File: src/inc/wdg_defs.svh
// wdg_defs.svh: timing counts and pin-mode codes for the watchdog block
// assumes: included by package and design files, clock rate 200 MHz
`ifndef WDG_DEFS_SVH
`define WDG_DEFS_SVH

// ----------------------------------------------------------------
// clock and timing
// ----------------------------------------------------------------
`define WDG_CLK_MHZ        200
`define WDG_ACTIVATION_OUTPUT_FALL_NS  200
// longest time: rounds down
`define WDG_ACTIVATION_OUTPUT_FALL_CYC ((`WDG_ACTIVATION_OUTPUT_FALL_NS * `WDG_CLK_MHZ) / 1000)
// reset pulse and deadlines in cycles (documented tables lie elsewhere)
`define WDG_RST_CYC        200000
`define WDG_DL_PRESET_A    1000000
`define WDG_DL_PRESET_B    2000000
`define WDG_DL_CAP_UNIT    100
`define WDG_CNT_W          32

// ----------------------------------------------------------------
// timing pin modes
// ----------------------------------------------------------------
`define WDG_CAP_CAP        2'h0
`define WDG_CAP_PULLUP     2'h1
`define WDG_CAP_OPEN       2'h2

// synchroniser reset: enabled, kick high, select high, open timing pin
`define WDG_SYNC_RST       5'h17

`endif

File: src/inc/wdg_pkg.sv
// wdg_pkg.sv: types shared by the watchdog block
// assumes: wdg_defs.svh on the include path
`include "wdg_defs.svh"
package wdg_pkg;
  typedef enum logic [1:0] {
    WDG_OFF   = 2'b00,  // activation input low
    WDG_DELAY = 2'b01,  // waiting out reset pulse after enable
    WDG_RUN   = 2'b10,  // counting toward deadline
    WDG_BARK  = 2'b11   // timeout reset output asserted
  } wdg_state_e;
  typedef logic [`WDG_CNT_W-1:0] wdg_cnt_t;
endpackage : wdg_pkg

File: src/inc/wdg_sync_if.sv
// wdg_sync_if.sv: synchronised pin levels passed to the core
// assumes: driven by wdg_sync, read by wdg_top
interface wdg_sync_if;
  logic       act;     // activation input
  logic       kick;    // kick input
  logic       sel;     // timeout select pin
  logic [1:0] cap;     // timing pin mode
  modport src (output act, output kick, output sel, output cap);
  modport dst (input  act, input  kick, input  sel, input  cap);
endinterface : wdg_sync_if

File: src/hdl/wdg_sync.sv
// wdg_sync.sv: two-flop synchronisers for all asynchronous pins except the capacitor code
// assumes: single clock clk, synchronous active-high rst
`include "wdg_defs.svh"
module wdg_sync #(
  parameter int W = 5           // pins synchronised
) (
  input  wire logic         clk,   // system clock
  input  wire logic         rst,   // synchronous reset
  input  wire logic [W-1:0] pin,   // raw pin levels
  wdg_sync_if.src           so     // synchronised levels
);
  logic [W-1:0] s1_r, s1_nxt;
  logic [W-1:0] s2_r, s2_nxt;

  // ----------------------------------------------------------------
  // first and second stage; first read only by second
  // ----------------------------------------------------------------
  initial begin
    if (W != 5) $error("wdg_sync: W must be 5");
  end

  always_comb begin
    s1_nxt = pin;
    s2_nxt = s1_r;
  end

  // reset to enable high, kick high, select high, open timing pin
  always_ff @(posedge clk) begin
    if (rst) begin
      s1_r <= W'(`WDG_SYNC_RST);
      s2_r <= W'(`WDG_SYNC_RST);
    end else begin
      s1_r <= s1_nxt;
      s2_r <= s2_nxt;
    end
  end

  assign so.act  = s2_r[0];
  assign so.kick = s2_r[1];
  assign so.sel  = s2_r[2];
  assign so.cap  = s2_r[4:3];
endmodule : wdg_sync

File: src/hdl/wdg_top.sv
// wdg_top.sv: standalone watchdog supervisor with activation control
// assumes: pins are asynchronous, 200 MHz clock, sync active-high reset
`include "wdg_defs.svh"

module wdg_top #(
  parameter int RST_CYC  = `WDG_RST_CYC,      // reset pulse length
  parameter int DL_A     = `WDG_DL_PRESET_A,  // preset, pull-up
  parameter int DL_B     = `WDG_DL_PRESET_B,  // preset, open pin
  parameter int CAP_UNIT = `WDG_DL_CAP_UNIT   // cycles per cap code
) (
  input  wire logic       clk,           // 200 MHz clock
  input  wire logic       rst,           // sync reset, active high
  input  wire logic       activation_in, // enable input pin
  input  wire logic       kick_input,    // watchdog kick pin
  input  wire logic       timeout_select_pin, // low disables timer
  input  wire logic [1:0] timing_cap_pin,     // timing pin mode
  input  wire logic [15:0] cap_code,     // capacitor size code
  output logic            activation_output,  // delayed enable
  output logic            timeout_reset_n     // active-low reset out
);
  // ----------------------------------------------------------------
  // elaboration checks
  // ----------------------------------------------------------------
  initial begin
    if (RST_CYC < 1 || DL_A < 1 || DL_B < 1 || CAP_UNIT < 1)
      $error("wdg_top: counts must be at least one");
    if (`WDG_ACTIVATION_OUTPUT_FALL_CYC < 3)
      $error("wdg_top: synchroniser exceeds activation fall bound");
    if (64'(CAP_UNIT) * 64'h0000_0000_0001_0000 > 64'h0000_0000_ffff_ffff)
      $error("wdg_top: capacitor deadline overflows the counter");
  end

  wdg_sync_if sif ();

  // ----------------------------------------------------------------
  // pin synchronisers
  // ----------------------------------------------------------------
  wdg_sync #(.W(5)) u_sync (
    .clk (clk),
    .rst (rst),
    .pin ({timing_cap_pin, timeout_select_pin, kick_input,
           activation_in}),
    .so  (sif)
  );

  wdg_pkg::wdg_state_e st_r, st_nxt;
  wdg_pkg::wdg_cnt_t   cnt_r, cnt_nxt;
  wdg_pkg::wdg_cnt_t   deadline;
  logic                kick_d_r, kick_d_nxt;
  logic                act_out_r, act_out_nxt;
  logic                wdo_n_r, wdo_n_nxt;
  logic                kick_fall;
  logic                disabled;
  logic [15:0]         code_s1_r, code_s1_nxt;
  logic [15:0]         code_s2_r, code_s2_nxt;
  logic [15:0]         code_s3_r, code_s3_nxt;
  logic [15:0]         cfg_code_r, cfg_code_nxt;
  logic [1:0]          mode_p_r, mode_p_nxt;
  logic [1:0]          cfg_mode_r, cfg_mode_nxt;

  // ----------------------------------------------------------------
  // strap filtering
  // ----------------------------------------------------------------
  // the capacitor code is a pin word: two flops, then a third stage;
  // a value is taken only once two samples agree, so a skewed change
  // of several bits never selects a wrong deadline for one cycle
  always_comb begin
    code_s1_nxt  = cap_code;
    code_s2_nxt  = code_s1_r;
    code_s3_nxt  = code_s2_r;
    mode_p_nxt   = sif.cap;
    cfg_code_nxt = cfg_code_r;
    cfg_mode_nxt = cfg_mode_r;
    if (code_s2_r == code_s3_r) begin
      cfg_code_nxt = code_s3_r;
    end
    // timing pin mode gets the same two-sample agreement
    if (sif.cap == mode_p_r) begin
      cfg_mode_nxt = mode_p_r;
    end
  end

  // strap registers only
  always_ff @(posedge clk) begin
    if (rst) begin
      code_s1_r  <= '0;
      code_s2_r  <= '0;
      code_s3_r  <= '0;
      cfg_code_r <= '0;
      mode_p_r   <= `WDG_CAP_OPEN;
      cfg_mode_r <= `WDG_CAP_OPEN;
    end else begin
      code_s1_r  <= code_s1_nxt;
      code_s2_r  <= code_s2_nxt;
      code_s3_r  <= code_s3_nxt;
      cfg_code_r <= cfg_code_nxt;
      mode_p_r   <= mode_p_nxt;
      cfg_mode_r <= cfg_mode_nxt;
    end
  end

  // ----------------------------------------------------------------
  // deadline selection
  // ----------------------------------------------------------------
  // capacitor mode and the unused code 3 scale the code; presets otherwise
  always_comb begin
    unique case (cfg_mode_r)
      `WDG_CAP_PULLUP: deadline = wdg_pkg::wdg_cnt_t'(DL_A);
      `WDG_CAP_OPEN:   deadline = wdg_pkg::wdg_cnt_t'(DL_B);
      default:         deadline = wdg_pkg::wdg_cnt_t'(
                         (cfg_code_r + 32'h1) * CAP_UNIT);
    endcase
  end

  assign disabled  = !sif.sel;
  assign kick_fall = kick_d_r && !sif.kick;

  // ----------------------------------------------------------------
  // watchdog sequencer
  // ----------------------------------------------------------------
  // off:   activation low; outputs forced, counter cleared
  // delay: activation back; counter times the release delay
  // run:   counter climbs toward the deadline; a kick edge
  //        clears it, a low select pin holds it at zero
  // bark:  reset output low; counter times the pulse, kicks
  //        are not looked at until it ends
  // the activation pin is tested ahead of the state, so a
  // low level wins in every state, a running pulse included
  // one counter serves all three timed states; it is cleared
  // on every change of state so no count leaks across
  // trade-off: the kick edge is taken from the synchronised
  // level, so a kick needs one cycle per level to be seen
  // limitation: deadline and pulse counts are in clock cycles;
  // oscillator tolerance is not modelled, counts are exact
  // presets and pulse length are plain parameters to be set
  always_comb begin
    st_nxt      = st_r;
    cnt_nxt     = cnt_r;
    kick_d_nxt  = sif.kick;
    act_out_nxt = act_out_r;
    wdo_n_nxt   = wdo_n_r;
    if (!sif.act) begin
      // activation low overrides everything, checked first
      st_nxt      = wdg_pkg::WDG_OFF;
      cnt_nxt     = '0;
      act_out_nxt = 1'b0;
      wdo_n_nxt   = 1'b1;
    end else begin
      unique case (st_r)
        wdg_pkg::WDG_OFF: begin
          st_nxt  = wdg_pkg::WDG_DELAY;
          cnt_nxt = '0;
        end
        wdg_pkg::WDG_DELAY: begin
          // counter reused for the release delay
          if (cnt_r >= wdg_pkg::wdg_cnt_t'(RST_CYC - 1)) begin
            st_nxt      = wdg_pkg::WDG_RUN;
            cnt_nxt     = '0;
            act_out_nxt = 1'b1;
          end else begin
            cnt_nxt = cnt_r + 1'b1;
          end
        end
        wdg_pkg::WDG_RUN: begin
          if (disabled) begin
            cnt_nxt = '0;
          end else if (kick_fall) begin
            cnt_nxt = '0;
          end else if (cnt_r >= deadline - 1'b1) begin
            st_nxt    = wdg_pkg::WDG_BARK;
            cnt_nxt   = '0;
            wdo_n_nxt = 1'b0;
          end else begin
            cnt_nxt = cnt_r + 1'b1;
          end
        end
        wdg_pkg::WDG_BARK: begin
          // kicks ignored here
          if (cnt_r >= wdg_pkg::wdg_cnt_t'(RST_CYC - 1)) begin
            st_nxt    = wdg_pkg::WDG_RUN;
            cnt_nxt   = '0;
            wdo_n_nxt = 1'b1;
          end else begin
            cnt_nxt = cnt_r + 1'b1;
          end
        end
      endcase
    end
  end

  // state registers only
  always_ff @(posedge clk) begin
    if (rst) begin
      st_r      <= wdg_pkg::WDG_OFF;
      cnt_r     <= '0;
      kick_d_r  <= 1'b1;
      act_out_r <= 1'b0;
      wdo_n_r   <= 1'b1;
    end else begin
      st_r      <= st_nxt;
      cnt_r     <= cnt_nxt;
      kick_d_r  <= kick_d_nxt;
      act_out_r <= act_out_nxt;
      wdo_n_r   <= wdo_n_nxt;
    end
  end

  assign activation_output = act_out_r;
  assign timeout_reset_n   = wdo_n_r;
endmodule : wdg_top

File: config.mk
export PLATFORM = sky130hd
export DESIGN_NAME = wdg_top
export DESIGN_NICKNAME = d
export VERILOG_FILES = /design/src/inc/wdg_pkg.sv /design/src/inc/wdg_sync_if.sv /design/src/hdl/wdg_sync.sv /design/src/hdl/wdg_top.sv
export VERILOG_INCLUDE_DIRS = /design/src /design/src/inc
export SDC_FILE = /design/constraint.sdc
export NUM_CORES = 1
export LEC_CHECK = 0
export BUFFER_PORTS_ARGS = -buffer_cell sky130_fd_sc_hd__buf_4
export CAP_MARGIN = 10
export CORE_ASPECT_RATIO = 1.75
export CORE_MARGIN = 4
export CORE_UTILIZATION = 29
export CTS_CLUSTER_SIZE = 14
export DETAILED_ROUTE_END_ITERATION = 8
export PLACE_DENSITY_LB_ADDON = 0.1
export SLEW_MARGIN = 5
export SYNTH_ARGS = -nofsm -noshare
export SYNTH_HDL_FRONTEND = slang
export SYNTH_SLANG_ARGS = --single-unit
export TNS_END_PERCENT = 100
File: constraint.sdc
create_clock -name clk -period 8.32 [get_ports clk]
set_input_delay 1.248 -clock clk [delete_from_list [all_inputs] [get_ports clk]]
set_output_delay 1.248 -clock clk [all_outputs]
set_load 0.005 [all_outputs]
==> results of run 1 <==
-- placed cells by master (no fill, tap or decap), types with 4 or more instances in the layout --
master / count
inv_1: 74
nand3_1: 29
o21ai_0: 17
or4_1: 8
a21oi_1: 30
buf_4: 28
o21a_1: 4
nor2_1: 62
nor2b_1: 56
ha_1: 89
xor2_1: 54
o2111ai_1: 4
nand4_1: 17
nand2_1: 52
and2_1: 8
fa_1: 11
nand2b_1: 6
or2_2: 10
nor4_1: 9
a31oi_1: 4
a21o_1: 22
xnor2_1: 48
bufinv_16: 4
nor3_1: 39
and4_1: 4
dfxtp_1: 115
and3_1: 14
a211o_1: 4
clkbuf_16: 17
mux2i_1: 18
-- final cells by class --
type | instances | area (µm²) | share of cell area
inverter | 75 | 281.5 | 0.03132
tap | 324 | 405.4 | 0.04510
clock buffer | 20 | 466.7 | 0.05192
sequential | 115 | 2302 | 0.2561
timing repair buffer | 28 | 210.2 | 0.02339
multi-input combinational | 675 | 5146 | 0.5725
clock inverter | 12 | 176.4 | 0.01963
-- registers in the layout, indices dropped and copies added (netlist names), 2 cells and up --
register	count
cnt_r	32
code_s1_r	16
u_sync.s1_r	5
code_s2_r	16
mode_p_r	2
cfg_mode_r	2
code_s3_r	16
st_r	2
u_sync.s2_r	5
cfg_code_r	16
-- power groups by stage --
stage / registers (mW) / logic [mW] / clock network, mW
final: 0.570 / 0.0583 / 0.801
after detailed placement: 0.583 / 0.0605 / 0
after global routing: 0.572 / 0.0662 / 0.851
after floorplan: 0.581 / 0.0417 / 0
after CTS: 0.571 / 0.0607 / 0.830
after global placement: 0.582 / 0.0604 / 0
-- worst reg2reg max path: cells and delay by family, from the launching register on --
kind                       cells  cell delay, ps
DFF                            1             510
AOI/OAI and AO/OA              7            1970
and+or+nand+nor                8            1910
buffers and inverters          3             440
adders and majority gates      6            2230
xor gates and xnor gates       2             400
-- cell families (layout without fill, tap and decap cells) --
family | Yosys count | after routing
buf+inv | 108 | 135
compound gates | 118 | 118
simple gates | 334 | 334
mux | 20 | 20
flops | 115 | 115
xor+xnor | 103 | 103
fa+ha+maj | 100 | 100
-- through the flow --
| stage | hold WS, ps | instances | util |
|---|---|---|---|
| 3_5_place_dp | 397.5 | 1217 | 0.3127 |
| 3_3_place_gp | 396.8 | 1217 | 0.3127 |
| 5_1_grt | 417.6 | 1249 | 0.3368 |
| 6_report | 404.6 | 1249 | 0.3368 |
| 4_1_cts | 407.6 | 1249 | 0.3368 |
| 2_1_floorplan | 389.5 | 898 | - |
-- final timing paths --
path | depth (start not counted) | from | slack, ps | endpoint
max | 26 | cfg_code_r[1] | 730 | cnt_r[11]
min | 1 | u_sync.s1_r[1] | 400 | u_sync.s2_r[1]
max reg2reg | 26 | cfg_code_r[1] | 730 | cnt_r[11]
min reg2reg | 1 | u_sync.s1_r[1] | 400 | u_sync.s2_r[1]
-- layer usage --
metal / vias to the layer above / GRT usage
li1: 3106 / -
met1: 2763 / 0.1211
met2: 64 / 0.2470
met3: 32 / 0.02229
met4: 0 / 0.06946
met5: - / 0
==> out/metrics.csv, run 1 <==
stage,metric,value,unit
outcome,outcome,finished clean,
synthesis,synth_top_area_frac,0.2924,
setup_path,crit_path_end_kind,flop,
global_route,antenna_found_initial,0,
clock_tree,cts_buffer_depth,2,
synthesis,synthArstFlopShare,0,
place,place.detailed.hpwl,14.02,mm
worst_hold_path,min_path_type,reg -> reg,
pwr,ir_drop,0.1399,mV
setup_path,crit_top_cell,ha_1,
clock_tree,hold_buffers,0,
clock_tree,clk_latency,430,ps
pwr,power_density,159.1,mW/mm²
setup_path,path_delay_family,adder cells,
synthesis,synth.mux.area_fraction,0.02765,
synthesis,synth_top_area_cell,dfxtp_1,
synthesis,ys_types,76,
cells_and_area,drive_gt1_frac,0.1038,
routing,met3_length,341,µm
pwr,p_switching,0.3146,mW
clock_tree,htreeDepth,4,
global_route,grt_max_degree,81,
routing,first_iter_violations,193,
cells_and_area,nets,1035,
synthesis,synthTopCellsByArea,"dfxtp_1 29%, ha_1 14%, xor2_1 6.0%",
timing,finalSetupViolations,0,
synthesis,synth_compound_area_frac,0.1119,
setup_path,criticalPathCategory,reg -> reg,
die,rows,79,
synthesis,postSynthCellCount,898,
setup_path,worstPathMaxFanout,32,
timing,slew_violations,0,
routing,drc,0,
global_route,grt_overflow,0,
pwr,p_total,1.430,mW
pwr,pwr-share-clk,0.560,
global_route,grt_pass1_vias,5971,
place,post-place-ws,658.0,ps
die,die_area,0.02996,mm²
synthesis,synth_ff_type,dfxtp_1,
place,port_buffers,24,
global_route,track_usage,0.1254,
clock_tree,clk_pin_slew,50,ps
timing,layout_setup_ws,731.1,ps
setup_path,cp.arrival,7860,ps
routing,wl,17.77,mm
global_route,grt_pass1_wl,29.61,mm
routing,first_pass_iters,4,
clock_tree,cts-root-buf,clkbuf_16,
timing,max_freq,0.1318,GHz
synthesis,ys.warnings.count,0,
pwr,leakage,4.177,nW
die,start_util,0.2950,
timing,skew,11.84,ps
clock_tree,cts_setup_buffers,0,
pwr,seq_power_share,0.399,
clock_tree,cts_tree,yes,
routing,viasPerCell,4.776,
synthesis,postSynthAreaPerCell,8.768,µm²
pwr,power.internal,1.115,mW
routing,antenna_left,0,
pwr,combPwrFrac,0.041,
synthesis,synth_top_family_by_area,simple AND/OR/NAND/NOR gates,
synthesis,ys_seq_elements,115,
cells_and_area,design_area,0.008989,mm²
die,die_h,226.0,µm
setup_path,critPathBufInv,3,
timing,hold_viol_final,0,
synthesis,synth_xor_area_frac,0.1155,
routing,wl_per_cell,14.22,µm
setup_path,crit_slowest_cell,or4b_4,
synthesis,synthAdderAreaFrac,0.1694,
synthesis,synth_fp_nets,1021,
synthesis,synth_most_common_cell,dfxtp_1,
die,coreArea,0.02669,mm²
routing,vias,5965,
pwr,swShare,0.2200,
clock_tree,cts_resized,0,
timing,setup_tns,0,ps
setup_path,start_kind,flop,
die,boundaryPins,25,
timing,slew_headroom,0.4528,
synthesis,seq_area_frac_synth,0.2924,
setup_path,slowest_delay,650,ps
timing,period_share,0.9121,
clock_tree,cts-buffers-inserted,17,
routing,wl_met1,6.822,mm
die,die_x,132.6,µm
timing,period_needed,7589,ps
synthesis,syn_area,0.007874,mm²
place,gp_congestion,0.7515,
cells_and_area,n_fill_cell,2845,
place,post_dp_cell_area,0.008346,mm²
routing,wl_met2,9.998,mm
timing,rsz0062_at_grt,no,
timing,worst_pin_slew,813.5,ps
synthesis,synth_edf_count,0,
synthesis,synthSimpleGateAreaFrac,0.2288,
flow_run,maxCapViolCount,0,
synthesis,yosys-top-cells-count,"115 x dfxtp_1, 89 x ha_1, 74 x inv_1",
routing,top_layer_used,met4,
setup_path,required,8590,ps
clock_tree,clock-sinks,115,
cells_and_area,area_growth,14.16,%
cells_and_area,num_antenna_cells,0,
No activity file was read; power rests on OpenSTA's default activity.
==> run 2: changes to the inputs <==
==> constraint.sdc (replaced) <==
create_clock -name clk -period 8.32 [get_ports clk]
set_input_delay 0 -clock clk [delete_from_list [all_inputs] [get_ports clk]]
set_output_delay 0 -clock clk [all_outputs]
set_load 0.005 [all_outputs]
==> out/metrics.csv, run 2 (synthesis gave the netlist of run 1 again) <==
stage,metric,value,unit
die,rows,79,
setup_path,setup.worst_path.start,cfg_code_r[1],
clock_tree,clock-sinks,115,
timing,slew_headroom,0.4669,
timing,worst_pin_slew,799.6,ps
setup_path,cp.arrival,7840,ps
global_route,antenna_found_initial,0,
cells_and_area,n_fill_cell,2824,
pwr,ir_drop,0.1402,mV
global_route,grt_max_degree,81,
cells_and_area,seq_area,0.002302,mm²
timing,max_freq,0.1321,GHz
cells_and_area,multi_input_area,0.005146,mm²
timing,period_needed,7568,ps
cells_and_area,regMostFlops,cnt_r,
clock_tree,clk_latency,430,ps
die,coreArea,0.02669,mm²
die,die_area,0.02996,mm²
setup_path,path_delay_family,adder cells,
cells_and_area,layout.cells.most_common,dfxtp_1,
routing,viasPerCell,4.753,
cells_and_area,area_growth,16.83,%
timing,period_share,0.9097,
cells_and_area,utilization,0.3447,
outcome,outcome,finished clean,
setup_path,crit_top_cell,ha_1,
timing,slew_violations,0,
cells_and_area,final_cells,1270,
cells_and_area,num_antenna_cells,0,
timing,hold_ws,116.1,ps
setup_path,slowest_delay,650,ps
clock_tree,clk_pin_slew,50,ps
cells_and_area,drive_gt1_frac,0.1015,
worst_hold_path,min_from,rst,
setup_path,criticalPathCategory,reg -> reg,
global_route,track_usage,0.1274,
worst_hold_path,min_path_type,in -> reg,
routing,drc,0,
flow_run,maxCapViolCount,0,
clock_tree,cts-root-buf,clkbuf_16,
pwr,leakage,4.265,nW
timing,finalSetupViolations,0,
timing,hold_viol_final,0,
global_route,grt_overflow,0,
pwr,power_density,156.2,mW/mm²
clock_tree,htreeDepth,4,
routing,first_pass_iters,4,
die,die_x,132.6,µm
die,boundaryPins,25,
die,start_util,0.2950,
timing,skew,11.87,ps
setup_path,crit_path_end_kind,flop,
routing,first_iter_violations,201,
routing,vias,6036,
die,die_h,226.0,µm
clock_tree,cts_tree,yes,
place,place.detailed.hpwl,14.02,mm
place,gp_congestion,0.7515,
setup_path,critPathBufInv,3,
setup_path,start_kind,flop,
routing,wl_per_cell,14.13,µm
setup_path,required,8590,ps
clock_tree,cts-buffers-inserted,17,
cells_and_area,nets,1056,
cells_and_area,largest_reg_flops,32,
cells_and_area,final_cell_mix,"115 x dfxtp_1, 89 x ha_1, 74 x inv_1, 62 x nor2_1, 56 x nor2b_1",
timing,rsz0062_at_grt,no,
routing,wl,17.95,mm
clock_tree,cts_buffer_depth,2,
setup_path,worstPathMaxFanout,32,
place,port_buffers,24,
setup_path,timing.rr.start,cfg_code_r[1],
place,dp.cells,1217,
routing,antenna_left,0,
timing,setup_tns,0,ps
clock_tree,cts_setup_buffers,0,
setup_path,crit_slowest_cell,or4b_4,
global_route,grt_pass1_vias,6120,
global_route,grt_pass1_wl,30.19,mm
pwr,p_total,1.437,mW
-- run 2: layout make-up --
cell class / instances / share of cell area
clock inverter: 12 / 0.01918
timing repair buffer: 49 / 0.04570
tap: 324 / 0.04407
sequential: 115 / 0.2503
inverter: 75 / 0.03060
clock buffer: 20 / 0.05073
multi-input combinational: 675 / 0.5594
-- run 2: routing by layer --
| layer | global-route usage | vias up | routed length [µm] |
|---|---|---|---|
| li1 | - | 3145 | - |
| met1 | 0.1236 | 2799 | 6879 |
| met2 | 0.2511 | 60 | 10140 |
| met3 | 0.02229 | 32 | 326 |
| met4 | 0.06946 | 0 | 597 |
| met5 | 0 | - | 0 |
-- run 2: worst register-to-register path: cells and delay by family, from the launching register on --
kind                     cells  cell delay, ps
AND/OR/NAND/NOR              8            1910
AO/OA/AOI/OAI                7            1960
buffers and inverters        3             440
adder cells (fa/ha/maj)      6            2230
flip-flops                   1             510
XOR/XNOR                     2             400
-- run 2: metrics by stage --
| stage | setup slack, ps | cell area [µm²] |
|---|---|---|
| after floorplan | 1507 | 7874 |
| after global placement | 754.6 | 8346 |
| after detailed placement | 658.0 | 8346 |
| after CTS | 647.9 | 9199 |
| after global routing | 148.8 | 9199 |
| final | 751.7 | 9199 |
-- run 2: final timing paths --
check                           slack [ps]             end  cells past startpoint
worst min-delay path                   120   cfg_mode_r[0]                      2
worst max-delay path                   750       cnt_r[11]                     26
worst max register to register         750       cnt_r[11]                     26
worst min register to register         410  u_sync.s2_r[1]                      1
-- run 2: what timing repair did --
action,4_1_cts,5_1_grt
hold buffers,21,0
hold endpoints to repair,21,0
resized for setup,0,0
endpoints found under the setup margin,0,0
-- run 2: where the power goes --
| part | total, mW | internal [mW] | switching, mW |
|---|---|---|---|
| combinational | 0.0661 | 0.0325 | 0.0336 |
| clock | 0.800 | 0.525 | 0.275 |
| sequential | 0.570 | 0.564 | 0.00621 |
==> run 3: changes to the inputs <==
Settings changed: PLACE_DENSITY_LB_ADDON 0.1 to unset.
==> out/metrics.csv, run 3 (synthesis gave the netlist of run 1 again) <==
stage,metric,value,unit
die,die_area,0.02996,mm²
place,dp.cells,1219,
clock_tree,cts_tree,yes,
setup_path,criticalPathCategory,reg -> reg,
global_route,grt_overflow,0,
routing,first_pass_iters,4,
die,start_util,0.2950,
cells_and_area,drive_gt1_frac,0.1023,
global_route,grt_pass1_vias,5974,
place,port_buffers,24,
setup_path,start_kind,flop,
routing,vias,6062,
pwr,p_total,1.338,mW
global_route,grt_pass1_wl,27.46,mm
die,die_h,226.0,µm
flow_run,maxCapViolCount,0,
cells_and_area,largest_reg_flops,32,
clock_tree,clk_latency,420,ps
clock_tree,clock-sinks,115,
cells_and_area,area_growth,16.10,%
routing,drc,0,
timing,period_share,0.9039,
clock_tree,cts-root-buf,clkbuf_16,
place,gp_congestion,0.8297,
clock_tree,cts-buffers-inserted,17,
cells_and_area,nets,1058,
place,post_dp_cell_area,0.008358,mm²
timing,worst_pin_slew,1061,ps
clock_tree,htreeDepth,4,
pwr,ir_drop,0.1615,mV
die,rows,79,
cells_and_area,regMostFlops,cnt_r,
timing,slew_violations,0,
cells_and_area,layout.cells.most_common,dfxtp_1,
setup_path,required,8660,ps
cells_and_area,n_fill_cell,2769,
timing,period_needed,7521,ps
timing,setup_tns,0,ps
global_route,track_usage,0.1117,
cells_and_area,multi_input_area,0.005145,mm²
global_route,antenna_found_initial,0,
setup_path,crit_path_end_kind,flop,
timing,hold_viol_final,0,
timing,max_freq,0.1330,GHz
die,coreArea,0.02669,mm²
setup_path,worstPathMaxFanout,19,
routing,antenna_left,0,
routing,wl,16.06,mm
cells_and_area,final_cell_mix,"115 x dfxtp_1, 89 x ha_1, 74 x inv_1, 62 x nor2_1, 56 x nor2b_1",
timing,slew_headroom,0.2908,
clock_tree,cts_setup_buffers,0,
place,post-place-ws,508.8,ps
timing,finalSetupViolations,0,
die,die_x,132.6,µm
cells_and_area,final_cells,1272,
timing,rsz0062_at_grt,no,
pwr,power_density,146.4,mW/mm²
cells_and_area,num_antenna_cells,0,
pwr,leakage,4.225,nW
global_route,grt_max_degree,81,
cells_and_area,utilization,0.3425,
clock_tree,cts_buffer_depth,2,
routing,wl_per_cell,12.63,µm
setup_path,cp.arrival,7860,ps
cells_and_area,design_area,0.009141,mm²
outcome,outcome,finished clean,
clock_tree,clk_pin_slew,50,ps
timing,layout_setup_ws,799.4,ps
timing,hold_ws,107.3,ps
cells_and_area,seq_area,0.002302,mm²
place,place.detailed.hpwl,12.55,mm
routing,first_iter_violations,243,
routing,viasPerCell,4.766,
timing,skew,7.776,ps
worst_hold_path,min_path_type,in -> reg,
die,boundaryPins,25,
-- run 3: cell types whose count changed in the layout (fill, tap and decap cells not counted), sizes merged --
cell and delta:
inv +1, clkbuf -1, bufinv -3, buf +2, clkinvlp +3
-- run 3: report_power, final --
| part | leakage (nW) | total [mW] | switching (mW) | internal, mW |
|---|---|---|---|---|
| Sequential | 0.938 | 0.570 | 0.00628 | 0.564 |
| Combinational | 3.02 | 0.0653 | 0.0323 | 0.0330 |
| Clock | 0.263 | 0.702 | 0.280 | 0.422 |
| Total | 4.22 | 1.34 | 0.319 | 1.02 |
-- run 3: path summary, 6_finish.rpt --
kind	start	end	slack, ps	depth (start not counted)
min	rst	mode_p_r[0]	110	2
min reg2reg	u_sync.s1_r[2]	u_sync.s2_r[2]	410	1
max	cfg_code_r[1]	cnt_r[3]	800	26
max reg2reg	cfg_code_r[1]	cnt_r[3]	800	26
-- run 3: final cells by class --
cell class                 instances  area share
sequential                       115      0.2518
timing repair buffer              51     0.04763
multi-input combinational        675      0.5628
tap                              324     0.04435
clock inverter                    13     0.01410
inverter                          75     0.03080
clock buffer                      19     0.04845
-- run 3: what timing repair did --
item	4_1_cts	5_1_grt
endpoints found under the hold margin	21	0
hold buffers	21	0
setup endpoints to repair	0	19
gates resized for setup	0	1
-- run 3: worst max-delay path: stages (launching register included) --
cell and delay (ps):
dfxtp_1 500, ha_1 360, nand3_1 190, nor3_1 270, and4_1 350, xor2_1 220
ha_1 260, ha_1 280, inv_1 50, fa_1 490, inv_1 40, ha_1 380
a21oi_1 180, o21ai_0 230, nor3_1 380, nor2_1 110, a2111o_1 480, nand4b_4 210
or4_1 490, ha_1 200, a21o_1 150, a21o_1 170, a21oi_1 160, o21ai_0 160
o41a_2 650, buf_4 260, nor3_1 210
-- run 3: per-layer routing --
layer	GRT usage	share of wire
met5	0	0
met2	0.2125	0.54
met1	0.1097	0.38
met3	0.02407	0.023
met4	0.06644	0.049
